<file path="config.mk">
export PLATFORM = sky130hd
export DESIGN_NAME = pchu_config_upper
export DESIGN_NICKNAME = d
export VERILOG_FILES = /design/src/pchu_pkg.sv /design/src/pchu_config_upper.sv /design/src/pchu_rom_window.sv
export SDC_FILE = /design/constraint.sdc
export NUM_CORES = 1
export LEC_CHECK = 0
export ABC_AREA = 1
export BUFFER_PORTS_ARGS = -buffer_cell sky130_fd_sc_hd__buf_4
export CORE_MARGIN = 10
export CORE_UTILIZATION = 52
export DETAILED_ROUTE_END_ITERATION = 16
export PLACE_DENSITY = 0.86
export SYNTH_ARGS = -nofsm -noshare
export SYNTH_HDL_FRONTEND = slang
export SYNTH_SLANG_ARGS = --single-unit
</file>
<file path="constraint.sdc">
create_clock -name clk_sys -period 1.5 [get_ports clk_sys]
set_input_delay 0.15 -clock clk_sys [delete_from_list [all_inputs] [get_ports clk_sys]]
set_output_delay 0.15 -clock clk_sys [all_outputs]
set_load 0.1 [all_outputs]
</file>
<file path="src/pchu_pkg.sv">
// Operation
// - subsystem identity reads back the eeprom-loaded subsystem id (31:16) and vendor id (15:0), read-only.
// - rom window base is writable only in bits 31:17, lower address bits read zero, giving a 128 KB window.
// - rom window accesses are answered only when rom window enable and memory space enable are both one.
// - writing all ones to the rom window base reads back fffe0001; software programs it before rom use.
// - capability list pointer is read-only and returns c0, upper bits zero.
// - max latency hint (31:24) is read-only, in 250 ns units, loaded from eeprom after reset.
// - min grant hint (23:16) is read-only, in 250 ns units, loaded from eeprom after reset.
// - interrupt pin code (15:8) always reads 01.
// - interrupt line number (7:0) is a plain read-write store with no hardware effect.
// - driver scratch byte (15:8) is read-write and is cleared by srst like the other writable fields; other bits reserved.
// - signature is hard-wired read-only, device ident high and vendor ident low.
// - memory space enable is read-write, one permits and zero blocks memory responses.
`default_nettype none
package pchu_pkg;
	localparam logic [7:0] OFS_SUBSYS    = 8'h2c;
	localparam logic [7:0] OFS_ROMBASE   = 8'h30;
	localparam logic [7:0] OFS_CAPPTR    = 8'h34;
	localparam logic [7:0] OFS_INTHINT   = 8'h3c;
	localparam logic [7:0] OFS_SCRATCH   = 8'h40;
	localparam logic [7:0] OFS_CONTROL   = 8'h44;
	localparam logic [7:0] OFS_SIGNATURE = 8'h80;
	localparam int ROM_BASE_LSB = 17;
	localparam int ROM_EN_BIT   = 0;
	localparam int MEM_EN_BIT   = 1;
	localparam int SCRATCH_LSB  = 8;
	localparam logic [7:0]  CAP_PTR_VALUE  = 8'hc0;
	localparam logic [7:0]  INT_PIN_VALUE  = 8'h01;
	localparam logic [15:0] DEV_IDENT_DEF  = 16'h5a01; // arbitrary value
	localparam logic [15:0] VEND_IDENT_DEF = 16'h5a02; // arbitrary value
	localparam logic [31:0] ZERO_WORD      = 32'h0000_0000;
	localparam logic [1:0]  RESP_OKAY      = 2'h0;
	localparam logic [1:0]  RESP_SLVERR    = 2'h2;
	localparam int HINT_UNIT_NS = 250;
	localparam int CLK_NS       = 20;
	localparam int HINT_UNIT_CYC = (HINT_UNIT_NS + CLK_NS - 1) / CLK_NS;
endpackage
`default_nettype wire

</file>
<file path="src/pchu_config_upper.sv">
`timescale 1ns/1ps
`default_nettype none
module pchu_config_upper #(
	parameter logic [15:0] DEV_IDENT  = pchu_pkg::DEV_IDENT_DEF,
	parameter logic [15:0] VEND_IDENT = pchu_pkg::VEND_IDENT_DEF
) (
	input  wire logic        clk_sys,
	input  wire logic        srst,
	input  wire logic        eeLoad,
	input  wire logic [15:0] eeSubsysIdent,
	input  wire logic [15:0] eeSubsysVendorIdent,
	input  wire logic [7:0]  eeMaxLatency,
	input  wire logic [7:0]  eeMinGrant,
	input  wire logic [31:0] memAddr,
	input  wire logic        memReq,
	output logic             romHit,
	output logic [17:0]      romOffset,
	input  wire logic        s_axi_awvalid,
	output logic             s_axi_awready,
	input  wire logic [7:0]  s_axi_awaddr,
	input  wire logic        s_axi_wvalid,
	output logic             s_axi_wready,
	input  wire logic [31:0] s_axi_wdata,
	input  wire logic [3:0]  s_axi_wstrb,
	output logic             s_axi_bvalid,
	input  wire logic        s_axi_bready,
	output logic [1:0]       s_axi_bresp,
	input  wire logic        s_axi_arvalid,
	output logic             s_axi_arready,
	input  wire logic [7:0]  s_axi_araddr,
	output logic             s_axi_rvalid,
	input  wire logic        s_axi_rready,
	output logic [31:0]      s_axi_rdata,
	output logic [1:0]       s_axi_rresp
);
	logic [15:0] subsystemIdent;
	logic [15:0] subsystemVendorIdent;
	logic [7:0]  maxLatencyHint;
	logic [7:0]  minGrantHint;
	logic [14:0] romWindowBase;
	logic        romWindowEnable;
	logic        memorySpaceEnable;
	logic [7:0]  interruptLineNumber;
	logic [7:0]  driverScratchByte;

	// write side: address and data latched independently
	logic        awHeld;
	logic        wHeld;
	logic [7:0]  wAddr;
	logic [31:0] wData;
	logic [3:0]  wStrb;

	wire awTake = s_axi_awvalid & s_axi_awready;
	wire wTake  = s_axi_wvalid & s_axi_wready;
	wire doWrite = awHeld & wHeld & ~s_axi_bvalid;

	wire wrRomBase  = doWrite & (wAddr == pchu_pkg::OFS_ROMBASE);
	wire wrIntHint  = doWrite & (wAddr == pchu_pkg::OFS_INTHINT);
	wire wrScratch  = doWrite & (wAddr == pchu_pkg::OFS_SCRATCH);
	wire wrControl  = doWrite & (wAddr == pchu_pkg::OFS_CONTROL);
	wire wrMapped   = wrRomBase | wrIntHint | wrScratch | wrControl |
		(wAddr == pchu_pkg::OFS_SUBSYS) | (wAddr == pchu_pkg::OFS_CAPPTR) |
		(wAddr == pchu_pkg::OFS_SIGNATURE);

	always_ff @(posedge clk_sys) begin
		if (srst) begin
			s_axi_awready <= 1'b1;
			s_axi_wready  <= 1'b1;
			awHeld        <= 1'b0;
			wHeld         <= 1'b0;
			wAddr         <= 8'h00;
			wData         <= 32'h0000_0000;
			wStrb         <= 4'h0;
			s_axi_bvalid  <= 1'b0;
			s_axi_bresp   <= pchu_pkg::RESP_OKAY;
		end else begin
			if (awTake) begin
				awHeld        <= 1'b1;
				wAddr         <= {s_axi_awaddr[7:2], 2'b00};
				s_axi_awready <= 1'b0;
			end
			if (wTake) begin
				wHeld        <= 1'b1;
				wData        <= s_axi_wdata;
				wStrb        <= s_axi_wstrb;
				s_axi_wready <= 1'b0;
			end
			if (doWrite) begin
				s_axi_bvalid <= 1'b1;
				s_axi_bresp  <= wrMapped ? pchu_pkg::RESP_OKAY
					: pchu_pkg::RESP_SLVERR;
			end
			if (s_axi_bvalid & s_axi_bready) begin
				s_axi_bvalid  <= 1'b0;
				awHeld        <= 1'b0;
				wHeld         <= 1'b0;
				s_axi_awready <= 1'b1;
				s_axi_wready  <= 1'b1;
			end
		end
	end

	// eeprom-loaded fields; reload stands in for the reset value
	always_ff @(posedge clk_sys) begin
		if (srst) begin
			subsystemIdent       <= 16'h0000;
			subsystemVendorIdent <= 16'h0000;
			maxLatencyHint       <= 8'h00;
			minGrantHint         <= 8'h00;
		end else if (eeLoad) begin
			subsystemIdent       <= eeSubsysIdent;
			subsystemVendorIdent <= eeSubsysVendorIdent;
			maxLatencyHint       <= eeMaxLatency;
			minGrantHint         <= eeMinGrant;
		end
	end

	// writable fields; byte lanes honoured
	always_ff @(posedge clk_sys) begin
		if (srst) begin
			romWindowBase       <= 15'h0000;
			romWindowEnable     <= 1'b0;
			memorySpaceEnable   <= 1'b0;
			interruptLineNumber <= 8'h00;
		end else begin
			if (wrRomBase & wStrb[2])
				romWindowBase[6:0] <= wData[23:17];
			if (wrRomBase & wStrb[3])
				romWindowBase[14:7] <= wData[31:24];
			if (wrRomBase & wStrb[0])
				romWindowEnable <= wData[pchu_pkg::ROM_EN_BIT];
			if (wrControl & wStrb[0])
				memorySpaceEnable <= wData[pchu_pkg::MEM_EN_BIT];
			if (wrIntHint & wStrb[0])
				interruptLineNumber <= wData[7:0];
		end
	end

	// scratch clears on the controller's soft reset, srst, like the other writable fields
	always_ff @(posedge clk_sys) begin
		if (srst)
			driverScratchByte <= 8'h00;
		else if (wrScratch & wStrb[1])
			driverScratchByte <= wData[15:8];
	end

	// read side
	wire [7:0] rAddr = {s_axi_araddr[7:2], 2'b00};
	wire [31:0] wordSubsys = {subsystemIdent, subsystemVendorIdent};
	wire [31:0] wordRomBase = {romWindowBase, 16'h0000,
		romWindowEnable};
	wire [31:0] wordCapPtr = {24'h000000,
		pchu_pkg::CAP_PTR_VALUE};
	wire [31:0] wordIntHint = {maxLatencyHint, minGrantHint,
		pchu_pkg::INT_PIN_VALUE, interruptLineNumber};
	wire [31:0] wordScratch = {16'h0000, driverScratchByte,
		8'h00};
	wire [31:0] wordControl = {30'h00000000, memorySpaceEnable,
		1'b0};
	wire [31:0] wordSignature = {DEV_IDENT, VEND_IDENT};

	wire hitSubsys  = rAddr == pchu_pkg::OFS_SUBSYS;
	wire hitRomBase = rAddr == pchu_pkg::OFS_ROMBASE;
	wire hitCapPtr  = rAddr == pchu_pkg::OFS_CAPPTR;
	wire hitIntHint = rAddr == pchu_pkg::OFS_INTHINT;
	wire hitScratch = rAddr == pchu_pkg::OFS_SCRATCH;
	wire hitControl = rAddr == pchu_pkg::OFS_CONTROL;
	wire hitSig     = rAddr == pchu_pkg::OFS_SIGNATURE;
	wire rdMapped = hitSubsys | hitRomBase | hitCapPtr | hitIntHint |
		hitScratch | hitControl | hitSig;
	wire [31:0] readWord =
		({32{hitSubsys}}  & wordSubsys)  |
		({32{hitRomBase}} & wordRomBase) |
		({32{hitCapPtr}}  & wordCapPtr)  |
		({32{hitIntHint}} & wordIntHint) |
		({32{hitScratch}} & wordScratch) |
		({32{hitControl}} & wordControl) |
		({32{hitSig}}     & wordSignature);
	wire arTake = s_axi_arvalid & s_axi_arready;

	always_ff @(posedge clk_sys) begin
		if (srst) begin
			s_axi_arready <= 1'b1;
			s_axi_rvalid  <= 1'b0;
			s_axi_rdata   <= pchu_pkg::ZERO_WORD;
			s_axi_rresp   <= pchu_pkg::RESP_OKAY;
		end else if (arTake) begin
			s_axi_arready <= 1'b0;
			s_axi_rvalid  <= 1'b1;
			s_axi_rdata   <= readWord; // unmapped reads zero
			s_axi_rresp   <= rdMapped ? pchu_pkg::RESP_OKAY
				: pchu_pkg::RESP_SLVERR;
		end else if (s_axi_rvalid & s_axi_rready) begin
			s_axi_rvalid  <= 1'b0;
			s_axi_arready <= 1'b1;
		end
	end

	pchu_rom_window u_rom (
		.clk_sys   (clk_sys),
		.srst      (srst),
		.memAddr   (memAddr),
		.memReq    (memReq),
		.romBase   (romWindowBase),
		.romEnable (romWindowEnable),
		.memEnable (memorySpaceEnable),
		.romHit    (romHit),
		.romOffset (romOffset)
	);
endmodule
`default_nettype wire

</file>
<file path="src/pchu_rom_window.sv">
`timescale 1ns/1ps
`default_nettype none
module pchu_rom_window (
	input  wire logic        clk_sys,
	input  wire logic        srst,
	input  wire logic [31:0] memAddr,
	input  wire logic        memReq,
	input  wire logic [14:0] romBase,
	input  wire logic        romEnable,
	input  wire logic        memEnable,
	output logic             romHit,
	output logic [17:0]      romOffset
);
	// only the upper address bits compare, so a 128 KB window
	wire addrMatch = memAddr[31:pchu_pkg::ROM_BASE_LSB] == romBase;
	wire allowed   = romEnable & memEnable;

	always_ff @(posedge clk_sys) begin
		if (srst) begin
			romHit    <= 1'b0;
			romOffset <= 18'h00000;
		end else begin
			romHit    <= memReq & addrMatch & allowed;
			romOffset <= memAddr[17:0];
		end
	end
endmodule
`default_nettype wire

</file>
# Yosys cells after proc, flatten, opt, wreduce, memory -nomap -nowiden
# Index checks and enable logic that the tools add are counted.
op_classes:
  eq_ne: 15
  muxes: 6
  bitwise: 44
  n_reduce_logical: 2
op_table:
  columns: ["cell", "n"]
  rows:
  - ["$or A32 B32 Y32", 4]
  - ["$and A32 B32 Y32", 3]
  - ["$eq A6 B4 Y1 const B", 8]
  - ["$and A32 B16 Y32", 1]
  - ["$and A32 B2 Y32", 1]
  - ["$or A32 B31 Y32", 1]
  - ["$or A32 B8 Y32", 1]
  - ["$eq A6 B5 Y1 const B", 4]
  - ["$and A1 B1 Y1", 20]
  - ["$eq A15 B15 Y1", 1]
  - ["$eq A6 B6 Y1 const B", 2]
  - ["$or A1 B1 Y1", 12]
  - ["$mux W1", 4]
  - ["$mux W2", 2]
  - ["$reduce_bool A2 Y1", 1]
  - ["$reduce_or A2 Y1", 1]
  - ["$not A1 Y1", 1]
totals:
  reg_bits: 185
  inputBits: 141
  out_inout_bits: 60
  wordCells: 92

# Logic depth before layout (Yosys ltp)
# Gate-level depths: netlist of run 1.
logic_depth:
  ltp_word: 10
  mapped_depth: 9
  depth_no_buf: 8

# Hierarchy
# Synthesis of run 1 repeated with hierarchy kept, for this count alone.
hier_totals:
  cells_unflattened: 966
  area_unflattened_um2: 7244.4
by_module_without_submodules:
  columns: ["mod", "instances", "cells_per_inst", "area_each_um2", "seq_area_each_um2"]
  rows:
  - ["pchu_config_upper", 1, 855, 6459.9, 3263.1]
  - ["pchu_rom_window", 1, 111, 784.5, 380.4]

# Least setup slack after synthesis of run 1
# No wires, ideal clock.
synth_timing:
  kind: "reg2reg"
  startpoint: "register s_axi_wready"
  endpoint: "register wData[4]"
  setup_time_ns: 0.064
  arrival_ns: 1.922
  required_ns: 1.436
  setup_slack_ns: -0.487
  stages_incl_launch_ff: 6
  n_path_buf: 1
  period_less_slack_ns: 1.987
  path_cell_list: "dfxtp_1 > nand2_1 > clkinv_1 > clkbuf_1 > nor2_1 > nor2_1"
synth_via:
  elab_chain_cells: 1
synth_rtl:
  columns: ["element", "line_no", "text"]
  rows:
  - ["start, declared", "pchu_config_upper.sv:22", "output logic s_axi_wready,"]
  - ["start signal, assigned", "pchu_config_upper.sv:68", "s_axi_wready <= 1'b1;"]
  - ["start signal, assigned", "pchu_config_upper.sv:86", "s_axi_wready <= 1'b0;"]
  - ["start signal, assigned", "pchu_config_upper.sv:98", "s_axi_wready <= 1'b1;"]
  - ["$and A1 B1 Y1", "pchu_config_upper.sv:54", "wire wTake = s_axi_wvalid & s_axi_wready;"]
  - ["end signal, assigned", "pchu_config_upper.sv:84", "wData <= s_axi_wdata;"]
  - ["end, declared", "pchu_config_upper.sv:50", "logic [31:0] wData;"]
# Every way passes these cells.
# A chain may end at the register's enable or synchronous reset.

# Worst setup path after layout of run 1
layout_timing:
  startpoint: "register wAddr[3]"
  endpoint: "register romWindowBase[13]"
layout_via:
  elab_chain_cells: 3
layout_rtl:
  columns: ["element", "line_no", "text"]
  rows:
  - ["start, declared", "pchu_config_upper.sv:49", "logic [7:0] wAddr;"]
  - ["start signal, assigned", "pchu_config_upper.sv:79", "wAddr <= {s_axi_awaddr[7:2], 2'b00};"]
  - ["$eq A6 B4 Y1", "pchu_config_upper.sv:57", "wire wrRomBase = doWrite & (wAddr == pchu_pkg::OFS_ROMBASE);"]
  - ["$and A1 B1 Y1", "pchu_config_upper.sv:57", null]
  - ["$and A1 B1 Y1", "pchu_config_upper.sv:128", "if (wrRomBase & wStrb[3])"]
  - ["end signal, assigned", "pchu_config_upper.sv:129", "romWindowBase[14:7] <= wData[31:24];"]
  - ["end, declared", "pchu_config_upper.sv:40", "logic [14:0] romWindowBase;"]
# Every way passes these cells.

==> summary.md, run 1 <==
| Metric | Value |
|---|---|
| Met1 usage | `30.51%` |
| Mapped Area | `0.007069 sq mm` |
| LEAKAGE | `0.004595 uW` |
| Die Span X | `136.6 um` |
| P_int | `8690 uW` |
| Post-Syn Instances | `942` |
| Reg2reg start | `wAddr[3]` |
| Routability Congestion | `0.9107` |
| Crit-path max FO | `16` |
| Design Power | `12240 uW` |
| Global-route usage over all layers | `25.46%` |
| H-tree levels | `4` |
| Unique masters post-synth | `26` |
| Largest net degree at the start of global routing | `67` |
| Commonest non-fill, non-tap cell in the layout | `buf_4` |
| Ys Warns | `0` |
| Vias in the first global route | `7253` |
| Clock sink count | `182` |
| Flop pwr share | `43.2%` |
| Clock share of power | `38.1%` |
| Period utilization | `97.60%` |
| Final WS setup | `0.03597 ns` |
| Finished Layout Cells | `1404` |
| P&R area growth vs syn | `45.82%` |
| Global route hottest layer | `met2` |
| DP Wirelength | `14.95 mm` |
| Hold Slack | `-0.005535 ns` |
| # DRC | `0` |
| Max Cap Viol | `0` |
| Stages on worst setup path | `6` |
| Antenna violations before repair | `1` |
| Synth Register Bits | `182` |
| Hold Path Class | `primary input to register` |
| CP peak stage delay | `0.33 ns` |
| Core area | `0.01330 sq mm` |
| Post-synth top flop | `dfxtp_1` |
| CTS Buf Count | `17` |
| First-pass GRT wire length | `37.78 mm` |
| Reg2Reg Setup Slack | `0.04 ns` |
| Input/output buffers | `193` |
| WP data arrival | `1.78 ns` |
| Setup violators final | `0` |
| Synth Area per Inst | `7.505 sq um` |
| Number of synthesized flops with an enable pin | `0` |
| CTS max path bufs | `2` |
| Row Count | `42` |
| Met3 track demand over resource | `5.609%` |
| Initial Util | `53.17%` |
| Reg clk slew, reported paths | `0.06 ns` |
| DP Worst Slack | `0.009663 ns` |
| Worst setup EP type | `register` |
| Worst reg2reg path depth | `6` |
| DIE HEIGHT | `136.6 um` |
| I/O pin total | `201` |
| Tmin final | `1.464 ns` |
| P_sw | `3546 uW` |
| FILL cells | `884` |
| Worst Setup SP | `wAddr[3]` |
| ANT nets after route | `0` |
| Fin util | `77.54%` |
| GR Util met2 | `42.21%` |
| Violated checks | `negative hold slack` |
| Vias after detailed routing | `7456` |
| Outcome | `complete, but fails checks` |
| Die ar. | `0.01866 sq mm` |
| Final Net Count | `1356` |
| Worst EP required | `1.82 ns` |
| Logic pwr share | `18.7%` |
| Critical-path top delay cell | `dfxtp_1` |
| Crit path capture | `romWindowBase[13]` |
| PD cells | `1187 mW/mm^2` |
| Commonest non-fill, non-tap cells in the layout | `buf_4, nor2_1, dfxtp_1` |
| IR drop worst, VDD | `963.1 uV` |
| Slew Viols, Final | `0` |
| Placed Instances | `1279` |
| Clock skew | `0.01067 ns` |
| Sequential area share after synthesis | `51.54%` |
| Vias per cell | `5.311` |
| Fmax | `683.0 MHz` |
| CP Class | `register to register` |
| Setup crit start kind | `register` |
| Drt wl/cell | `17.05 um` |
| Root buf cell | `clkbuf_16` |
| Drt first pass iters | `5` |
| RSZ-0062 raised after global routing | `yes` |
| Sw Ratio | `28.98%` |
| Share of layout cells above drive strength 1 | `21.68%` |
| Fin Setup TNS | `0 ns` |
| Routed wire length | `23.94 mm` |
| Asr flop ratio synth | `0%` |
| Worst-path cell chain | `nor2_1, inv_1, nor2_4, nand3_2, o21ai_0, a21oi_1` |
| Worst path buffer plus inverter count | `1` |
| Final hold vios | `1` |
| CTS tree | `built` |
| Crit path max-delay family | `simple AND/OR/NAND/NOR gates` |
| RR Endpoint | `romWindowBase[13]` |
| Worst-Skew Late Latency | `0.44 ns` |
| GR Overflow Total | `0` |
| Starting DRC count in detailed routing | `711` |
synth_stat cells, types with 2 or more instances:
| master | instances | area share [%] |
|---|---|---|
| nor2_1 | 203 | 11 |
| dfxtp_1 | 182 | 52 |
| o21ai_0 | 149 | 11 |
| nand2_1 | 94 | 5.0 |
| inv_1 | 87 | 4.6 |
| a21oi_1 | 73 | 5.2 |
| clkbuf_1 | 34 | 1.8 |
| nand3_1 | 34 | 2.4 |
| a31oi_1 | 18 | 1.6 |
| buf_2 | 13 | 0.92 |
| xnor2_1 | 8 | 0.99 |
| nand4_1 | 7 | 0.62 |
| nor3_1 | 5 | 0.35 |
| o21ai_1 | 5 | 0.35 |
| xor2_1 | 5 | 0.62 |
| buf_4 | 4 | 0.42 |
| nor2_4 | 4 | 0.64 |
| buf_1 | 3 | 0.16 |
| inv_2 | 3 | 0.16 |
| nand3_2 | 3 | 0.42 |
| clkinv_1 | 2 | 0.11 |
| nor2_2 | 2 | 0.18 |
metal layers:
metal	vias to the layer above	wire length [um]
li1	3591	-
met1	3452	9367
met2	347	11830
met3	66	1933
met4	0	805
met5	-	0
worst min path at each step:
stage                          startpoint  slack [ns]  depth (start not counted)             endpoint
after detailed placement      memAddr[16]        0.36                          3  u_rom.romOffset[16]
after floorplan                memAddr[0]        0.26                          2   u_rom.romOffset[0]
after global placement         memAddr[9]        0.35                          3   u_rom.romOffset[9]
after CTS                 s_axi_wdata[10]      0.0005                          3            wData[10]
after global routing      s_axi_wdata[10]       0.005                          3            wData[10]
final                     s_axi_wdata[27]      -0.006                          3            wData[27]
tightest hold or removal path, stage by stage:
cell     delay (ns)
buf_4          0.07
o21ai_0        0.08
nor2_1         0.09
layout make-up:
| class | instances | area (sq um) | share of cell area (%) |
|---|---|---|---|
| antenna | 1 | 2.502 | 0.02427 |
| clock buffer | 18 | 429.2 | 4.163 |
| clock inverter | 13 | 178.9 | 1.736 |
| inverter | 92 | 350.3 | 3.398 |
| multi-input combinational | 615 | 2864 | 27.78 |
| sequential | 182 | 3656 | 35.47 |
| tap | 176 | 220.2 | 2.136 |
| timing repair buffer | 307 | 2608 | 25.29 |
metrics by stage:
step,hold WS [ns],instance area (sq um)
after floorplan,0.2570,7086
after global placement,0.3500,8755
after detailed placement,0.3564,8755
after CTS,0.0004871,10270
after global routing,0.004510,10310
final,-0.005535,10310
sequential cells by signal (all words and copies together), names as in the netlist, 4 cells and up:
name                  cells
driverScratchByte         8
interruptLineNumber       8
maxLatencyHint            8
minGrantHint              8
romWindowBase            15
s_axi_rdata              32
subsystemIdent           16
subsystemVendorIdent     16
u_rom.romOffset          18
wAddr                     6
wData                    31
wStrb                     4
power groups by stage:
stage | Clock, uW | Sequential [uW] | Combinational, uW
after floorplan | 0 | 6080 | 639
after global placement | 0 | 5370 | 2000
after detailed placement | 0 | 5370 | 2030
after CTS | 4670 | 5270 | 2240
after global routing | 4900 | 5310 | 2440
final | 4660 | 5290 | 2290
cell families (layout without fill, tap and decap cells):
logic type             Yosys count  count (layout)  synth area share [%]
AO/OA/AOI/OAI                  245             245                 17.66
AND/OR/NAND/NOR                355             355                 20.94
XOR/XNOR                        13              13                 1.611
flip-flops                     182             182                 51.54
other                            1               3               0.05305
buffers and inverters          146             430                 8.195
timing repair:
item / 4_1_cts / 5_1_grt
setup endpoints to repair: 0 / 46
endpoints found under the hold margin: 92 / 0
hold buffers: 91 / 0
setup buffers: 0 / 2
gates resized for setup: 0 / 5
Power figures use the tool's default switching activity.
==> run 2: changes to the inputs <==
--- a/config.mk
+++ b/config.mk
@@ -7,8 +7,10 @@
 export LEC_CHECK = 0
 export ABC_AREA = 1
 export BUFFER_PORTS_ARGS = -buffer_cell sky130_fd_sc_hd__buf_4
+export CORE_ASPECT_RATIO = 1.4
 export CORE_MARGIN = 10
 export CORE_UTILIZATION = 52
+export CTS_BUF_LIST = sky130_fd_sc_hd__clkbuf_16
 export DETAILED_ROUTE_END_ITERATION = 16
 export PLACE_DENSITY = 0.86
 export SYNTH_ARGS = -nofsm -noshare
==> run 2 against run 1 <==
Against the previous run:
- the flow now finishes without violations
- global-route usage decreased by 0.41 points
- final cell count increased by 1.3%
- worst hold slack improved by 0.016 ns
- first-iteration DRC count decreased by 14%
- via count increased by 0.80%
- fmax decreased by 2.1%
- core utilization decreased by 0.10 points
- flip-flop and latch count unchanged
- non-clock buffer count increased by 8
- critical path type unchanged
==> summary.md, run 2 (synthesis results as in run 1) <==
| Metric | Value |
|---|---|
| Outcome | `completed` |
| Global-route usage over all layers | `25.05% (-0.41 points)` |
| Slew Viols, Final | `0 (unchanged)` |
| Pin slew with the least headroom to its limit | `0.5043 ns` |
| Final hold vios | `0 (-1)` |
| ANT nets after route | `0 (unchanged)` |
| Max-slew headroom | `66.34%` |
| Die ar. | `0.01872 sq mm (+0.36%)` |
| Max Cap Viol | `0 (unchanged)` |
| DP Worst Slack | `0.1010 ns (+0.09134 ns)` |
| CTS max path bufs | `2 (unchanged)` |
| Fin Setup TNS | `0 ns (unchanged)` |
| Biggest register | `s_axi_rdata` |
| Worst-Skew Late Latency | `0.43 ns (about the same)` |
| Row Count | `50 (+19%)` |
| Worst EP required | `1.81 ns (about the same)` |
| Setup violators final | `0 (unchanged)` |
| DP Wirelength | `15.25 mm (+2.1%)` |
| Worst Setup SP | `wAddr[7]` |
| Drt wl/cell | `16.70 um (-2.1%)` |
| Crit path capture | `romWindowBase[8]` |
| Share of layout cells above drive strength 1 | `22.17% (+0.49 points)` |
| Crit-path max FO | `16 (unchanged)` |
| H-tree levels | `4 (unchanged)` |
| WP data arrival | `1.81 ns (+0.03 ns)` |
| Biggest regs | `s_axi_rdata x32, wData x31, u_rom.romOffset x18` |
| Fmax | `668.8 MHz (-2.1%)` |
| Period utilization | `99.68% (+2.1 points)` |
| Reg2Reg Setup Slack | `0.005 ns (-0.03 ns)` |
| Antenna violations before repair | `4 (+3)` |
| First-pass GRT wire length | `38.27 mm (+1.3%)` |
| Routability Congestion | `0.8903 (-2.2%)` |
| LEAKAGE | `0.004595 uW (about the same)` |
| Initial Util | `53.05% (-0.12 points)` |
| P_sw | `3670 uW (+3.5%)` |
| Hold Path Class | `primary input to register` |
| Root buf cell | `clkbuf_16` |
| Clock sink count | `182 (unchanged)` |
| Commonest non-fill, non-tap cell in the layout | `buf_4` |
| Logic pwr share | `19.6% (+0.9 points)` |
| Die Span X | `118.5 um (-13%)` |
| IR drop worst, VDD | `674.8 uV (-30%)` |
| Starting DRC count in detailed routing | `610 (-14%)` |
| DIE HEIGHT | `158.0 um (+16%)` |
| Final WS setup | `0.004775 ns (-0.03120 ns)` |
| Worst reg2reg path depth | `7 (+1)` |
| P_int | `8088 uW (-6.9%)` |
| Reg2reg start | `wAddr[7]` |
| Largest register FFs | `32 (unchanged)` |
| Vias per cell | `5.286 (-0.47%)` |
| Commonest non-fill, non-tap cells in the layout | `buf_4, nor2_1, dfxtp_1` |
| RSZ-0062 raised after global routing | `yes` |
| Worst setup EP type | `register` |
| CTS Buf Count | `17 (unchanged)` |
| Input/output buffers | `193 (unchanged)` |
| CTS tree | `built` |
| Flop pwr share | `44.9% (+1.7 points)` |
| I/O pin total | `201 (unchanged)` |
| Reg clk slew, reported paths | `0.07 ns (about the same)` |
| Core area | `0.01333 sq mm (+0.23%)` |
| Setup crit start kind | `register` |
| # DRC | `0 (unchanged)` |
| RR Endpoint | `romWindowBase[8]` |
| Drt first pass iters | `6 (+1)` |
| Routed wire length | `23.75 mm (-0.81%)` |
| Vias in the first global route | `7508 (+3.5%)` |
| Tmin final | `1.495 ns (+0.03120 ns)` |
| P&R area growth vs syn | `45.96% (about the same)` |
| Largest net degree at the start of global routing | `82 (+22%)` |
| GR Overflow Total | `0 (unchanged)` |
| Sw Ratio | `31.21% (+2.2 points)` |
| CP Class | `register to register` |
| Clock share of power | `35.5% (-2.6 points)` |
| PD cells | `1139 mW/mm^2 (-4.0%)` |
| Clock skew | `0.009237 ns (-0.001429 ns)` |
| Vias after detailed routing | `7516 (+0.80%)` |
| Final Net Count | `1364 (+0.59%)` |
## run 2: cell types whose count changed in the layout (fill, tap and decap cells not counted), moves of 3 or more
cell,previous run,this run
dlygate4sd3_1,91,96
o21ai_1,7,13
bufinv_16,4,0
o21ai_0,147,141
buf_4,210,215
diode_2,1,4
inv_8,0,3
inv_6,2,5
## run 2: how the worst min path moves through the flow
stage | from | endpoint | cells past startpoint
2_1_floorplan | memAddr[0] | u_rom.romOffset[0] | 2
3_3_place_gp | memAddr[12] | u_rom.romOffset[12] | 3
3_5_place_dp | memAddr[14] | u_rom.romOffset[14] | 3
4_1_cts | s_axi_wstrb[1] | wStrb[1] | 3
5_1_grt | s_axi_wdata[12] | wData[12] | 3
6_report | s_axi_wdata[0] | wData[0] | 3
## run 2: power by group through the flow
stage	registers, uW	clock network, uW	logic, uW
after floorplan	6080	0	639
after global placement	5360	0	1990
after detailed placement	5380	0	2030
after CTS	5270	4190	2250
after global routing	5310	4430	2450
final	5280	4170	2300
## run 2: layout make-up
class / instances / area, sq um
Timing Repair Buffer: 315 / 2655
Clock inverter: 15 / 120.1
Fill cell: 868 / 3007
Tap cell: 182 / 227.7
Multi-Input combinational cell: 615 / 2878
Antenna cell: 4 / 10.01
Inverter: 92 / 346.6
Clock buffer: 17 / 425.4
Sequential cell: 182 / 3656
## run 2: through the flow
| step | cell area (sq um) | hold WS (ns) | instances | total power, uW | utilization, % |
|---|---|---|---|---|---|
| after floorplan | 7086 | 0.2570 | 943 | 6720 | - |
| after global placement | 8760 | 0.3478 | 1288 | 7358 | 65.74 |
| after detailed placement | 8760 | 0.3577 | 1288 | 7410 | 65.74 |
| after CTS | 10270 | 0.001625 | 1416 | 11710 | 77.04 |
| after global routing | 10320 | 0.03432 | 1422 | 12190 | 77.44 |
| final | 10320 | 0.01011 | 1422 | 11760 | 77.44 |
## run 2: critical path, stage by stage, from the launching register on
cell	delay, ns
dfxtp_1	0.31
inv_1	0.10
nand2_1	0.10
nor2_4	0.21
buf_4	0.16
nand3_4	0.17
o21ai_1	0.25
a21oi_1	0.08
## run 2: what timing repair did
item                                    4_1_cts  5_1_grt
endpoints found under the setup margin        1       26
hold buffers                                 96        0
buffers inserted                              0        2
endpoints found under the hold margin        97        0
gates resized for setup                       1       14
pin swaps                                     0        3
## run 2: layer usage
metal	global-route usage, %	wire [um]	vias to the layer above
li1	-	-	3614
met1	27.95	9043	3472
met2	43.65	12090	361
met3	6.132	1702	69
met4	12.59	911	0
met5	0	0	-
